## src/cls_consts.vh

```
`ifndef CLS_CONSTS_VH
`define CLS_CONSTS_VH

// ----------------------------------------------------------------------------
// Parameter codes on the parameter port
// ----------------------------------------------------------------------------
// Route step selectors take five consecutive codes from this base.
`define CLS_PAR_STEP_SEL_BASE 16'h042f
// Route function selectors take five consecutive codes from this base.
`define CLS_PAR_FUNC_SEL_BASE 16'h0439
// Monitor step selector.
`define CLS_PAR_MON_SEL       16'h0443
// Read-only timer monitor item.
`define CLS_PAR_MON_ITEM      16'h0018

// ----------------------------------------------------------------------------
// Reset values and legal ranges
// ----------------------------------------------------------------------------
`define CLS_STEP_SEL_RST      16'h0000
`define CLS_STEP_SEL_MAX      16'h000a
`define CLS_FUNC_SEL_RST      16'h0064
`define CLS_FUNC_LOW_MAX      16'h0064
`define CLS_FUNC_HIGH_MIN     16'h03e8
`define CLS_FUNC_HIGH_MAX     16'h0439
`define CLS_FUNC_KEYPAD_EDIT  16'h0013
`define CLS_FUNC_KEYPAD_EDIT2 16'h03fb
`define CLS_FUNC_ENG_DISABLE  16'h0050
`define CLS_FUNC_ENG_DISABLE2 16'h0438
`define CLS_MON_SEL_RST       16'h0001
`define CLS_MON_SEL_MIN       16'h0001

// ----------------------------------------------------------------------------
// Timing
// ----------------------------------------------------------------------------
`define CLS_CLK_MHZ           40
`define CLS_CYCLE_US          2000
`define CLS_CYCLE_CLKS        (`CLS_CYCLE_US * `CLS_CLK_MHZ)
`define CLS_DO_REFRESH_US     5000
`define CLS_DO_REFRESH_CLKS   (`CLS_DO_REFRESH_US * `CLS_CLK_MHZ)

`endif

```

## src/cls_sched.v

```verilog
// What this block does
// - Each of ten steps drives its own step output, numbered in step order.
// - A counter setting equals the entry times 100; entry 0.01 counts one.
// - Digital output terminals refresh only once per 5 ms.
// - Route step selectors take 0 (unused) or 1 to 10; reset 0.
// - Route function selectors take 0-100 and 1000-1081; reset 100.
// - Function selectors refuse 19, 1019, 80 and 1080.
// - One processing cycle every 2 ms: latch, evaluate, update.
// - All external step inputs are latched together at cycle start.
// - Steps are evaluated in order from step one to step ten.
// - Earlier outputs feed later steps same cycle; later ones next cycle.
// - All five routed outputs update together at cycle end.
// - Monitor step selector takes 1 to 10 and resets to 1.
// - Selected step timer value is readable on a monitor item.
// - Engine disable command makes the engine invalid while on.
// - Timer clear command holds all timers and counters at zero.
`include "cls_consts.vh"
`timescale 1ns/1ps
`default_nettype none

module cls_sched #(
  parameter integer CYCLE_CLKS   = `CLS_CYCLE_CLKS,
  parameter integer REFRESH_CLKS = `CLS_DO_REFRESH_CLKS
) (
  input  wire         ref_clk,
  input  wire         rst_n,
  input  wire         engine_enable,
  input  wire         engine_disable_cmd,
  input  wire         timer_clear_cmd,
  input  wire [9:0]   ext_in,
  input  wire [39:0]  step_src,
  input  wire [159:0] step_time,
  input  wire         par_req,
  input  wire         par_we,
  input  wire [15:0]  par_num,
  input  wire [15:0]  par_wdata,
  output reg          par_ack,
  output reg          par_err,
  output reg  [15:0]  par_rdata,
  output wire [9:0]   step_out,
  output reg  [4:0]   routed_out,
  output wire [79:0]  route_func,
  output wire [4:0]   digital_output_terminal,
  output reg  [15:0]  mon_value,
  output wire         engine_valid
);

  // --------------------------------------------------------------------------
  // States
  // --------------------------------------------------------------------------
  localparam [1:0] ST_WAIT = 2'd0;
  localparam [1:0] ST_EVAL = 2'd1;
  localparam [1:0] ST_UPD  = 2'd2;

  // --------------------------------------------------------------------------
  // Input synchronisers
  // --------------------------------------------------------------------------
  reg  [11:0] sync1_r;
  reg  [11:0] sync2_r;
  wire [9:0]  ext_s     = sync2_r[9:0];
  wire        disable_s = sync2_r[10];
  wire        clear_s   = sync2_r[11];

  // Two flip-flops for the external step inputs and the disable and clear commands; engine_enable is used directly.
  always @(posedge ref_clk or negedge rst_n) begin
    if (!rst_n) begin
      sync1_r <= 12'h000;
      sync2_r <= 12'h000;
    end else begin
      sync1_r <= {timer_clear_cmd, engine_disable_cmd, ext_in};
      sync2_r <= sync1_r;
    end
  end

  // Engine runs only while enabled and not cancelled.
  assign engine_valid = engine_enable & ~disable_s;

  // --------------------------------------------------------------------------
  // Parameter registers
  // --------------------------------------------------------------------------
  reg [15:0] step_sel_r [0:4];
  reg [15:0] func_sel_r [0:4];
  reg [15:0] mon_sel_r;

  // Function code check against the allowed set minus the refused codes.
  function func_ok;
    input [15:0] c;
    begin
      func_ok = ((c <= `CLS_FUNC_LOW_MAX) ||
                 ((c >= `CLS_FUNC_HIGH_MIN) && (c <= `CLS_FUNC_HIGH_MAX))) &&
                (c != `CLS_FUNC_KEYPAD_EDIT) && (c != `CLS_FUNC_KEYPAD_EDIT2) &&
                (c != `CLS_FUNC_ENG_DISABLE) && (c != `CLS_FUNC_ENG_DISABLE2);
    end
  endfunction

  reg [15:0] tmr_r [0:9];
  reg        hit;
  reg        ok;
  reg [15:0] rdat;
  // Each process walks its own loop index, so no variable has two drivers.
  integer    i;
  integer    ri;
  integer    si;

  // Parameter decode: finds the addressed item, its read data and legality.
  always @* begin
    hit  = 1'b0;
    ok   = 1'b0;
    rdat = 16'h0000;
    for (i = 0; i < 5; i = i + 1) begin
      if (par_num == `CLS_PAR_STEP_SEL_BASE + i[15:0]) begin
        hit  = 1'b1;
        rdat = step_sel_r[i];
        ok   = (par_wdata <= `CLS_STEP_SEL_MAX);
      end else if (par_num == `CLS_PAR_FUNC_SEL_BASE + i[15:0]) begin
        hit  = 1'b1;
        rdat = func_sel_r[i];
        ok   = func_ok(par_wdata);
      end
    end
    if (par_num == `CLS_PAR_MON_SEL) begin
      hit  = 1'b1;
      rdat = mon_sel_r;
      ok   = (par_wdata >= `CLS_MON_SEL_MIN) && (par_wdata <= `CLS_STEP_SEL_MAX);
    end else if (par_num == `CLS_PAR_MON_ITEM) begin
      hit  = 1'b1;
      rdat = mon_value;
      ok   = 1'b0;
    end
  end

  // Register writes, reads and their one-cycle answer.
  always @(posedge ref_clk or negedge rst_n) begin
    if (!rst_n) begin
      for (ri = 0; ri < 5; ri = ri + 1) begin
        step_sel_r[ri] <= `CLS_STEP_SEL_RST;
        func_sel_r[ri] <= `CLS_FUNC_SEL_RST;
      end
      mon_sel_r <= `CLS_MON_SEL_RST;
      par_ack   <= 1'b0;
      par_err   <= 1'b0;
      par_rdata <= 16'h0000;
    end else begin
      par_ack <= par_req;
      par_err <= par_req & (~hit | (par_we & ~ok));
      if (par_req && !par_we) begin
        par_rdata <= rdat;
      end
      if (par_req && par_we && ok) begin
        for (ri = 0; ri < 5; ri = ri + 1) begin
          if (par_num == `CLS_PAR_STEP_SEL_BASE + ri[15:0]) begin
            step_sel_r[ri] <= par_wdata;
          end else if (par_num == `CLS_PAR_FUNC_SEL_BASE + ri[15:0]) begin
            func_sel_r[ri] <= par_wdata;
          end
        end
        if (par_num == `CLS_PAR_MON_SEL) begin
          mon_sel_r <= par_wdata;
        end
      end
    end
  end

  // Function selectors go out as the sequence function of each route.
  genvar g;
  generate
    for (g = 0; g < 5; g = g + 1) begin : g_func
      assign route_func[16*g +: 16] = func_sel_r[g];
    end
  endgenerate

  // --------------------------------------------------------------------------
  // Processing cycle scheduler
  // --------------------------------------------------------------------------
  reg [31:0] cyc_r;
  reg [1:0]  state_r;
  reg [3:0]  idx_r;
  reg [9:0]  ext_lat_r;
  reg [9:0]  so_r;

  wire       tick = (cyc_r == CYCLE_CLKS - 1);

  // Free-running cycle timer; one tick per processing cycle.
  always @(posedge ref_clk or negedge rst_n) begin
    if (!rst_n) begin
      cyc_r <= 32'h0000_0000;
    end else if (tick) begin
      cyc_r <= 32'h0000_0000;
    end else begin
      cyc_r <= cyc_r + 32'h0000_0001;
    end
  end

  // Input of the step under evaluation: a latched pin or a step output.
  // Earlier steps already hold this cycle's result, later ones last cycle's.
  wire [3:0]  src_sel = step_src[4*idx_r +: 4];
  wire        cur_in  = (src_sel == 4'h0 || src_sel > 4'ha) ? ext_lat_r[idx_r] :
                        so_r[src_sel - 4'h1];
  wire [15:0] cur_set = step_time[16*idx_r +: 16];
  wire        cur_out;
  wire [15:0] cur_tmr;

  cls_step_eval u_step (
    .in_bit  (cur_in),
    .tmr     (tmr_r[idx_r]),
    .setting (cur_set),
    .clear   (clear_s),
    .out_bit (cur_out),
    .tmr_nxt (cur_tmr)
  );

  // Latch, evaluate one step per clock, then update all routes.
  always @(posedge ref_clk or negedge rst_n) begin
    if (!rst_n) begin
      state_r    <= ST_WAIT;
      idx_r      <= 4'h0;
      ext_lat_r  <= 10'h000;
      so_r       <= 10'h000;
      routed_out <= 5'h00;
      for (si = 0; si < 10; si = si + 1) begin
        tmr_r[si] <= 16'h0000;
      end
    end else begin
      if (clear_s) begin
        for (si = 0; si < 10; si = si + 1) begin
          tmr_r[si] <= 16'h0000;
        end
      end
      case (state_r)
        ST_WAIT: begin
          if (tick) begin
            ext_lat_r <= ext_s;
            idx_r     <= 4'h0;
            state_r   <= ST_EVAL;
          end
        end
        ST_EVAL: begin
          if (engine_valid) begin
            so_r[idx_r]  <= cur_out;
            tmr_r[idx_r] <= cur_tmr;
          end else begin
            so_r[idx_r]  <= 1'b0;
            tmr_r[idx_r] <= 16'h0000;
          end
          if (idx_r == 4'h9) begin
            state_r <= ST_UPD;
          end else begin
            idx_r <= idx_r + 4'h1;
          end
        end
        ST_UPD: begin
          // Selectors above ten are refused on write, so the index stays in range.
          for (si = 0; si < 5; si = si + 1) begin
            if (!engine_valid || step_sel_r[si] == 16'h0000 ||
                step_sel_r[si] > `CLS_STEP_SEL_MAX) begin
              routed_out[si] <= 1'b0;
            end else begin
              routed_out[si] <= so_r[step_sel_r[si][3:0] - 4'h1];
            end
          end
          state_r <= ST_WAIT;
        end
        default: begin
          state_r <= ST_WAIT;
        end
      endcase
    end
  end

  assign step_out = so_r;

  // --------------------------------------------------------------------------
  // Timer monitor
  // --------------------------------------------------------------------------
  // Shows the timer of the monitored step, refreshed every clock.
  // The selector never holds 0, since writes outside 1 to 10 are refused.
  always @(posedge ref_clk or negedge rst_n) begin
    if (!rst_n) begin
      mon_value <= 16'h0000;
    end else begin
      mon_value <= tmr_r[mon_sel_r[3:0] - 4'h1];
    end
  end

  // --------------------------------------------------------------------------
  // Digital output terminals
  // --------------------------------------------------------------------------
  cls_do_refresh #(
    .REFRESH_CLKS (REFRESH_CLKS),
    .NUM          (5)
  ) u_do (
    .ref_clk (ref_clk),
    .rst_n   (rst_n),
    .src     (routed_out),
    .term    (digital_output_terminal)
  );

endmodule // cls_sched

`default_nettype wire

```

## src/cls_step_eval.v

```verilog
`timescale 1ns/1ps
`default_nettype none

// ----------------------------------------------------------------------------
// One step of the logic engine
// ----------------------------------------------------------------------------
// On-delay step: the output turns on once the input has been on for the
// setting, counted in processing cycles. The setting is entered in units of
// 0.01, and the count equals the entry times 100, so the raw integer is used.
module cls_step_eval (
  input  wire        in_bit,
  input  wire [15:0] tmr,
  input  wire [15:0] setting,
  input  wire        clear,
  output reg         out_bit,
  output reg  [15:0] tmr_nxt
);

  // Timer advance and output decision.
  always @* begin
    tmr_nxt = 16'h0000;
    out_bit = 1'b0;
    if (clear) begin
      tmr_nxt = 16'h0000;
      out_bit = 1'b0;
    end else if (in_bit) begin
      tmr_nxt = (tmr < setting) ? tmr + 16'h0001 : tmr;
      out_bit = (tmr_nxt >= setting);
    end
  end

endmodule // cls_step_eval

`default_nettype wire

```

## src/cls_do_refresh.v

```verilog
`include "cls_consts.vh"
`timescale 1ns/1ps
`default_nettype none

// ----------------------------------------------------------------------------
// Digital output terminal refresh
// ----------------------------------------------------------------------------
// Terminals are copied from the routed outputs only once per refresh period,
// so any pulse shorter than the period can be missed.
module cls_do_refresh #(
  parameter integer REFRESH_CLKS = `CLS_DO_REFRESH_CLKS,
  parameter integer NUM          = 5
) (
  input  wire           ref_clk,
  input  wire           rst_n,
  input  wire [NUM-1:0] src,
  output reg  [NUM-1:0] term
);

  reg [31:0] cnt_r;

  // Refresh timer and terminal snapshot.
  always @(posedge ref_clk or negedge rst_n) begin
    if (!rst_n) begin
      cnt_r <= 32'h0000_0000;
      term  <= {NUM{1'b0}};
    end else if (cnt_r == REFRESH_CLKS - 1) begin
      cnt_r <= 32'h0000_0000;
      term  <= src;
    end else begin
      cnt_r <= cnt_r + 32'h0000_0001;
    end
  end

endmodule // cls_do_refresh

`default_nettype wire

```

## config.mk

```make
export PLATFORM = sky130hd
export DESIGN_NAME = cls_sched
export DESIGN_NICKNAME = d
export VERILOG_FILES = /design/src/cls_sched.v /design/src/cls_step_eval.v /design/src/cls_do_refresh.v
export VERILOG_INCLUDE_DIRS = /design/src
export SDC_FILE = /design/constraint.sdc
export NUM_CORES = 1
export LEC_CHECK = 0
export BUFFER_PORTS_ARGS = -buffer_cell sky130_fd_sc_hd__buf_2
export CORE_MARGIN = 2
export CORE_UTILIZATION = 50
export DETAILED_ROUTE_END_ITERATION = 10
export HOLD_SLACK_MARGIN = 0.1
export PLACE_DENSITY = 0.71
export REMOVE_ABC_BUFFERS = 1
export SLEW_MARGIN = 20
export SYNTH_ARGS = -nofsm -noshare
export SYNTH_HDL_FRONTEND = slang
export SYNTH_SLANG_ARGS = --single-unit
```

## constraint.sdc

```tcl
create_clock -name ref_clk -period 9.7 [get_ports ref_clk]
set_clock_uncertainty 0.2 [all_clocks]
set_input_delay 1.455 -clock ref_clk [delete_from_list [all_inputs] [get_ports ref_clk]]
set_output_delay 1.455 -clock ref_clk [all_outputs]
set_load 0.02 [all_outputs]
```

# Word-level counts from Yosys, hierarchy flattened
# Cells that the tools add are included.
[op_classes] reduce_logical=47 order_cmp=24 bitwise=18 muxes=85 n_addsub=11 n_eq_ne=24 shift=2
[op_table] cell="$mux 160" n=3
[op_table] cell="$mux 16" n=20
[op_table] cell="$eq 16x11->1 const B" n=11
[op_table] cell="$and 160x160->160" n=1
[op_table] cell="$bwmux 160" n=1
[op_table] cell="$not 160->160" n=1
[op_table] cell="$shiftx 160x9->16" n=1
[op_table] cell="$bmux 16 s4" n=2
[op_table] cell="$gt 16x4->1 const B" n=5
[op_table] cell="$logic_not 16->1" n=5
[op_table] cell="$add 32x1->32 const B" n=2
[op_table] cell="$demux 16 s4" n=1
[op_table] cell="$mux 32" n=2
[op_table] cell="$mux 1" n=40
[op_table] cell="$shiftx 40x7->4" n=1
[op_table] cell="$lt 4x5->1 const B" n=7
[op_table] cell="$eq 32x17->1 const B" n=1
[op_table] cell="$eq 32x18->1 const B" n=1
[op_table] cell="$bmux 1 s4" n=7
[op_table] cell="$sub 4x1->4 const B" n=7
[op_table] cell="$reduce_and 3->1" n=6
[op_table] cell="$add 16x1->16 const B" n=1
[op_table] cell="$eq 16x5->1 const B" n=1
[op_table] cell="$ge 16x1->1 const B" n=1
[op_table] cell="other kinds (39)" n=83
[word_totals] inputBits=249 register_bits=494 word_cells=246 output_inout_bits=135

# Logic depth before layout (Yosys ltp)
[depth] depth_word=23 ltp_mapped=31 depth_no_buf=22

# Hierarchy
# Synthesis repeated with hierarchy kept, for this count alone.
[hier_totals] cells_unflattened=2386 area_unflattened_um2=26810.7
[by_module_without_submodules] mod="cls_sched" cells_per_inst=2045 area_per_inst_um2=23879.2 seq_area_each_um2=11456.0 instances=1
[by_module_without_submodules] mod="cls_do_refresh" cells_per_inst=160 area_per_inst_um2=1724.2 seq_area_each_um2=925.9 instances=1
[by_module_without_submodules] mod="cls_step_eval" cells_per_inst=181 area_per_inst_um2=1207.4 seq_area_each_um2=0.0 instances=1

# Worst setup path before layout
# OpenSTA, ideal clock, no wires.
[synth_timing] kind="register to register" startpoint="register idx_r[0]" endpoint="register so_r[0] (netlist: step_out[0])" t_required_ns=9.378 setup_time_ns=0.122 path_slack_ns=3.077 n_path_buf=9 synth_period_minus_slack_ns=6.623 path_stages_with_launch=31 arrival_ns=6.301 path_cell_list="dfrtp_1 buf_6 buf_8 buf_12 buf_12 buf_2 buf_1 clkbuf_1 mux2i_1 nor2_1 a21oi_1 nor2_1 a21oi_1 ha_1 a2111oi_0 o21ai_0 a31oi_1 and2_1 clkbuf_1 xnor2_1 clkbuf_1 inv_1 ha_1 nand2b_1 a21o_1 a21o_1 a21oi_1 o21ai_0 a221oi_1 o21ai_1 a32o_1"
[synth_via] elab_chain_cells=11 elab_cells_between_ends=30 classes_between="2 x add/sub; 5 x order compare; 2 x shift; 15 x mux; 3 x bitwise; 3 x reduce/logical"
[synth_rtl] item="start, declared" line_no="cls_sched.v:177" source="reg [3:0] idx_r;"
[synth_rtl] item="start signal, assigned" line_no="cls_sched.v:248" source="idx_r <= idx_r + 4'h1;"
[synth_rtl] item="branches (longest 10 deep; another with $lt 16x16->1)"
[synth_rtl] item="$mux 10 (*)" line_no="cls_sched.v:238" source="if (engine_valid) begin"
[synth_rtl] item="end signal, assigned by index" line_no="cls_sched.v:239" source="so_r[idx_r] <= cur_out;"
[synth_rtl] item="end, declared" line_no="cls_sched.v:179" source="reg [9:0] so_r;"
# Every way passes the cells marked *. The select of a mux whose other input is x is not followed.
# A chain may end at the register's enable or synchronous reset.

# Final worst setup path
[layout_timing] startpoint="register idx_r[1]" endpoint="register so_r[2] (netlist: step_out[2])"
# The elaborated chain is that of the path after synthesis.

==> metrics.log <==
INFO  metric run_status = completed
INFO  metric synthArstFlopShare = 100%
INFO  metric fin_util = between 50% and 60%
INFO  metric routed_wirelength = 84.4 mm
INFO  metric synth_warnings = 0
INFO  metric netSwitchingFraction = 23.3%
INFO  metric post_synth_most_frequent_cells = sky130_fd_sc_hd__dfrtp_1 (478), sky130_fd_sc_hd__nor2_1 (161), sky130_fd_sc_hd__a32o_1 (151), sky130_fd_sc_hd__nand2_1 (125), sky130_fd_sc_hd__and2_1 (121)
INFO  metric postCtsSetupBuffers = 0
INFO  metric ys.flop_type = sky130_fd_sc_hd__dfrtp_1
INFO  metric effective_utilization_at_floorplan = about half
INFO  metric p_int = approximately 3.4 mW
INFO  metric grt_antenna_before_repair = 2
INFO  metric fin_nets = just under 3000
INFO  metric max_clock_freq = 134 MHz
INFO  metric timing.critical_path.to_type = flip-flop
INFO  metric timing.hold.worst.class = reg -> reg
INFO  metric worstSkewPairLatency = 0.63 ns
INFO  metric cts.htree.levels = 2
INFO  metric synth_adder_area_share = 2.66%
INFO  metric die-area = ~0.056 mm2
INFO  metric overall_via_count_from_detail_route = 21600
INFO  metric hold_ws = about 0.15 ns
INFO  metric finalWorstPathRequiredPeriod = around 7.5 ns
INFO  metric cts_root_buffer = sky130_fd_sc_hd__clkbuf_16
INFO  metric synth_top_family_by_area = multiplexers
INFO  metric pwr_density_cell = approximately 140 mW/mm2
INFO  metric floorplan.die.width = around 240 um
INFO  metric timing.final.hold_violations = 0
INFO  metric timing_worst_slew_pin_value = around 1.3 ns
INFO  metric count_of_boundary_i_o_pins = ~380
INFO  metric switch_pwr = ~1.0 mW
INFO  metric synth_mux_area_share = between 10% and 20%
INFO  metric ys_seq_elements = ~500
INFO  metric placeableCoreArea = 0.0528 mm2
INFO  metric synth_area_per_cell = 11.6 um2
INFO  metric area.growth.synth_to_final = 15.4%
INFO  metric post_synth_instance_area = 0.0268 mm2
INFO  metric fin_setup_tns = 0 ns
INFO  metric number_of_distinct_library_cells_after_synthesis = between 90 and 100
INFO  metric cts_buffers = 52
INFO  metric synthMostInstantiatedCell = sky130_fd_sc_hd__dfrtp_1
INFO  metric first_iter_violations = 1965
INFO  metric peak_ir_drop_on_the_vdd_network = 0.117 mV
INFO  metric cts_tree = built
INFO  metric worst-r2r-cell-count = 20
INFO  metric power.leakage = 14.1 nW
INFO  metric route.detailed.drc = 0
INFO  metric grt_setup_unrepaired = no
INFO  metric synthDominantCellAreaShare = about 45%
INFO  metric p_total = ~4.4 mW
INFO  metric clkPwrFrac = about 48%
INFO  metric synth_top_cells_by_area = sky130_fd_sc_hd__dfrtp_1 (45%), sky130_fd_sc_hd__mux4_2 (7.9%), sky130_fd_sc_hd__a32o_1 (5.6%), sky130_fd_sc_hd__mux2i_1 (4.1%), sky130_fd_sc_hd__mux2_2 (3.7%)
INFO  metric num-fill-cells = approximately 4400
INFO  metric critPathArrivalTime = around 7.8 ns
INFO  metric cts-hold-fix-buffers = 0
INFO  metric synthSimpleGateAreaFrac = approximately 13%
INFO  metric post-route-period-util = between 70 and 80%
INFO  metric grt_start_max_net_pins = roughly 180
INFO  metric seq_area_frac_synth = a little under half
INFO  metric final_layout_size_suffix_gt1_share = 29.2%
INFO  metric placementRows = 84
INFO  metric synth_top_area_cell = sky130_fd_sc_hd__dfrtp_1
INFO  metric worst_slew_margin_rel = 13.4%
INFO  metric antenna_left = 0
INFO  metric first_global_vias = 22100
INFO  metric worst_setup_hold_path_clk_slew = roughly 0.070 ns
INFO  metric hold-path-cell-count = 0
INFO  metric hpwlAfterDp = 56.8 mm
INFO  metric cap_violations = 0
INFO  metric gp_routability_congestion = just under 1
INFO  metric cts_resized = 0
INFO  metric cts-root-to-sink-buffers = 3
INFO  metric slew_viol_final = 0
INFO  metric finalSetupViolCount = 0
INFO  metric place.port_buffers = 383
INFO  metric worst-setup-path-type = reg -> reg
INFO  metric detailedRoute.firstPassIterationCount = 7
INFO  metric die_height = 236 um
INFO  metric cells_after_synth = ~2300
INFO  metric gr-usage-all-layers = between 30% and 40%
INFO  metric grt-ovfl-total = 0
INFO  metric via_per_inst = 6.49
INFO  metric comb_power_share = under 10%
INFO  metric cts.sinks = around 490
INFO  metric crit_fanout = 62
INFO  metric crit_required = 9.98 ns
INFO  metric grt_first_pass_wirelength = 130 mm
INFO  metric p_seq_share = a little under half
INFO  metric synth_edf_count = 0
INFO  metric yosys.area_share.xor_xnor = under 10%
INFO  metric route.detailed.wl_per_inst = between 20 and 30 um
INFO  metric synth_compound_area_share = between 10% and 20%
INFO  metric startpoint_type = flip-flop
-- power groups by stage --
stage | Clock [mW] | Combinational [mW] | Sequential (mW)
5_1_grt | 2.24 | 0.249 | 2.07
6_report | 2.12 | 0.228 | 2.08
3_5_place_dp | 0 | 0.226 | 2.11
3_3_place_gp | 0 | 0.219 | 2.11
2_1_floorplan | 0 | 0.0729 | 2.11
4_1_cts | 2.14 | 0.227 | 2.07
-- metal layers --
metal,track usage (%),wire length [um],vias up
li1,-,-,9371
met1,38.2,32500,10900
met2,50.3,41000,1153
met3,5.31,6850,233
met4,14.4,4070,0
met5,0,0,-
-- final cells by class --
| cell class | count | area, um2 | area share (%) |
|---|---|---|---|
| Multi-Input combinational cell | 1609 | 13600 | 43.8 |
| Sequential cell | 494 | 12400 | 40.0 |
| Timing Repair Buffer | 408 | 2150 | 6.95 |
| Clock buffer | 74 | 1540 | 4.99 |
| Tap cell | 688 | 861 | 2.78 |
| Clock inverter | 23 | 290 | 0.938 |
| Inverter | 39 | 146 | 0.473 |
| Antenna cell | 1 | 2.50 | 0.00808 |
-- per-stage QoR --
| step | setup slack, ns | std cells | cell area (um2) |
|---|---|---|---|
| after floorplan | 1.05 | 2142 | 25900 |
| after global placement | 2.50 | 3238 | 29100 |
| after detailed placement | 2.34 | 3238 | 29100 |
| after CTS | 2.30 | 3335 | 30900 |
| after global routing | 1.83 | 3336 | 31000 |
| final | 2.23 | 3336 | 31000 |
-- logic make-up after synthesis --
group           count (synthesis)
simple gates                  650
xor+xnor                       87
compound gates                506
flops                         494
fa+ha+maj                      57
mux                           309
buf+inv                       213
-- worst paths after layout --
check / to / slack (ns) / from
worst max-delay path: step_out[2] / 2.23 / idx_r[1]
worst min-delay path: sync2_r[6] / 0.15 / sync1_r[6]
worst max register to register: step_out[2] / 2.23 / idx_r[1]
worst min register to register: sync2_r[6] / 0.15 / sync1_r[6]
max in group asynchronous: tmr_r[46] / 7.17 / rst_n
min in group asynchronous: route_func[36] / 0.67 / rst_n
-- flip-flops by register name (all words and copies together), names as in the netlist, 2 cells and up --
register    flops
cyc_r          32
ext_lat_r      10
idx_r           4
mon_sel_r      16
mon_value      16
par_rdata      16
route_func     80
routed_out      5
state_r         2
step_out       10
step_sel_r     80
sync1_r        12
sync2_r        12
tmr_r         160
u_do.cnt_r     32
u_do.term       5
-- worst max-delay path, stage by stage (launching register included) --
cell and delay, ns:
sky130_fd_sc_hd__dfrtp_4 1.09, sky130_fd_sc_hd__buf_4 0.64, sky130_fd_sc_hd__mux4_2 0.39, sky130_fd_sc_hd__a21oi_1 0.16, sky130_fd_sc_hd__nor2_1 0.05, sky130_fd_sc_hd__a21oi_1 0.32, sky130_fd_sc_hd__ha_1 0.33, sky130_fd_sc_hd__a2111oi_0 0.41
sky130_fd_sc_hd__o21ai_0 0.16, sky130_fd_sc_hd__a31oi_1 0.32, sky130_fd_sc_hd__nand4_2 0.36, sky130_fd_sc_hd__nor4_1 0.41, sky130_fd_sc_hd__xor2_1 0.67, sky130_fd_sc_hd__ha_1 0.38, sky130_fd_sc_hd__a21oi_1 0.14, sky130_fd_sc_hd__nor2b_1 0.06
sky130_fd_sc_hd__o21ai_0 0.14, sky130_fd_sc_hd__nand2b_1 0.08, sky130_fd_sc_hd__a221oi_1 0.24, sky130_fd_sc_hd__o21ai_1 0.36, sky130_fd_sc_hd__a32o_1 0.39
-- layout by cell type, fill, tap and decap left out, types with 10 or more instances in the layout --
cell                        Yosys  final
sky130_fd_sc_hd__o221ai_1      16     16
sky130_fd_sc_hd__a221oi_1      11     11
sky130_fd_sc_hd__a2bb2oi_1     11     11
sky130_fd_sc_hd__buf_2         24    382
sky130_fd_sc_hd__nand4_1       21     21
sky130_fd_sc_hd__nand2_1      125    125
sky130_fd_sc_hd__mux4_2        94     94
sky130_fd_sc_hd__a22o_1        11     11
sky130_fd_sc_hd__a311o_1       10     10
sky130_fd_sc_hd__o22ai_1       45     45
sky130_fd_sc_hd__a21oi_1       96     88
sky130_fd_sc_hd__clkbuf_8       0     16
sky130_fd_sc_hd__nor4_1        34     33
sky130_fd_sc_hd__xnor2_1       51     51
sky130_fd_sc_hd__a31o_1        11     11
sky130_fd_sc_hd__nor3_1        21     19
sky130_fd_sc_hd__nor2b_1       11     10
sky130_fd_sc_hd__mux2_2        89     89
sky130_fd_sc_hd__mux2i_1      110    110
sky130_fd_sc_hd__a221o_1       15     15
sky130_fd_sc_hd__and3_1        16     16
sky130_fd_sc_hd__nor3b_1       13     12
sky130_fd_sc_hd__dfrtp_1      478    476
sky130_fd_sc_hd__dfstp_2       16     16
sky130_fd_sc_hd__xor2_1        36     34
sky130_fd_sc_hd__nand2b_1      18     18
sky130_fd_sc_hd__clkbuf_16      0     52
sky130_fd_sc_hd__buf_4         11     22
sky130_fd_sc_hd__ha_1          57     56
sky130_fd_sc_hd__o31ai_1       18     18
sky130_fd_sc_hd__mux2_4        10     10
sky130_fd_sc_hd__inv_1         39     39
sky130_fd_sc_hd__nand3_1       46     46
sky130_fd_sc_hd__nor2_1       161    154
sky130_fd_sc_hd__a32o_1       151    151
sky130_fd_sc_hd__and2_1       121    121
sky130_fd_sc_hd__o21ai_0       34     34
(Power assumes the default switching activity.)
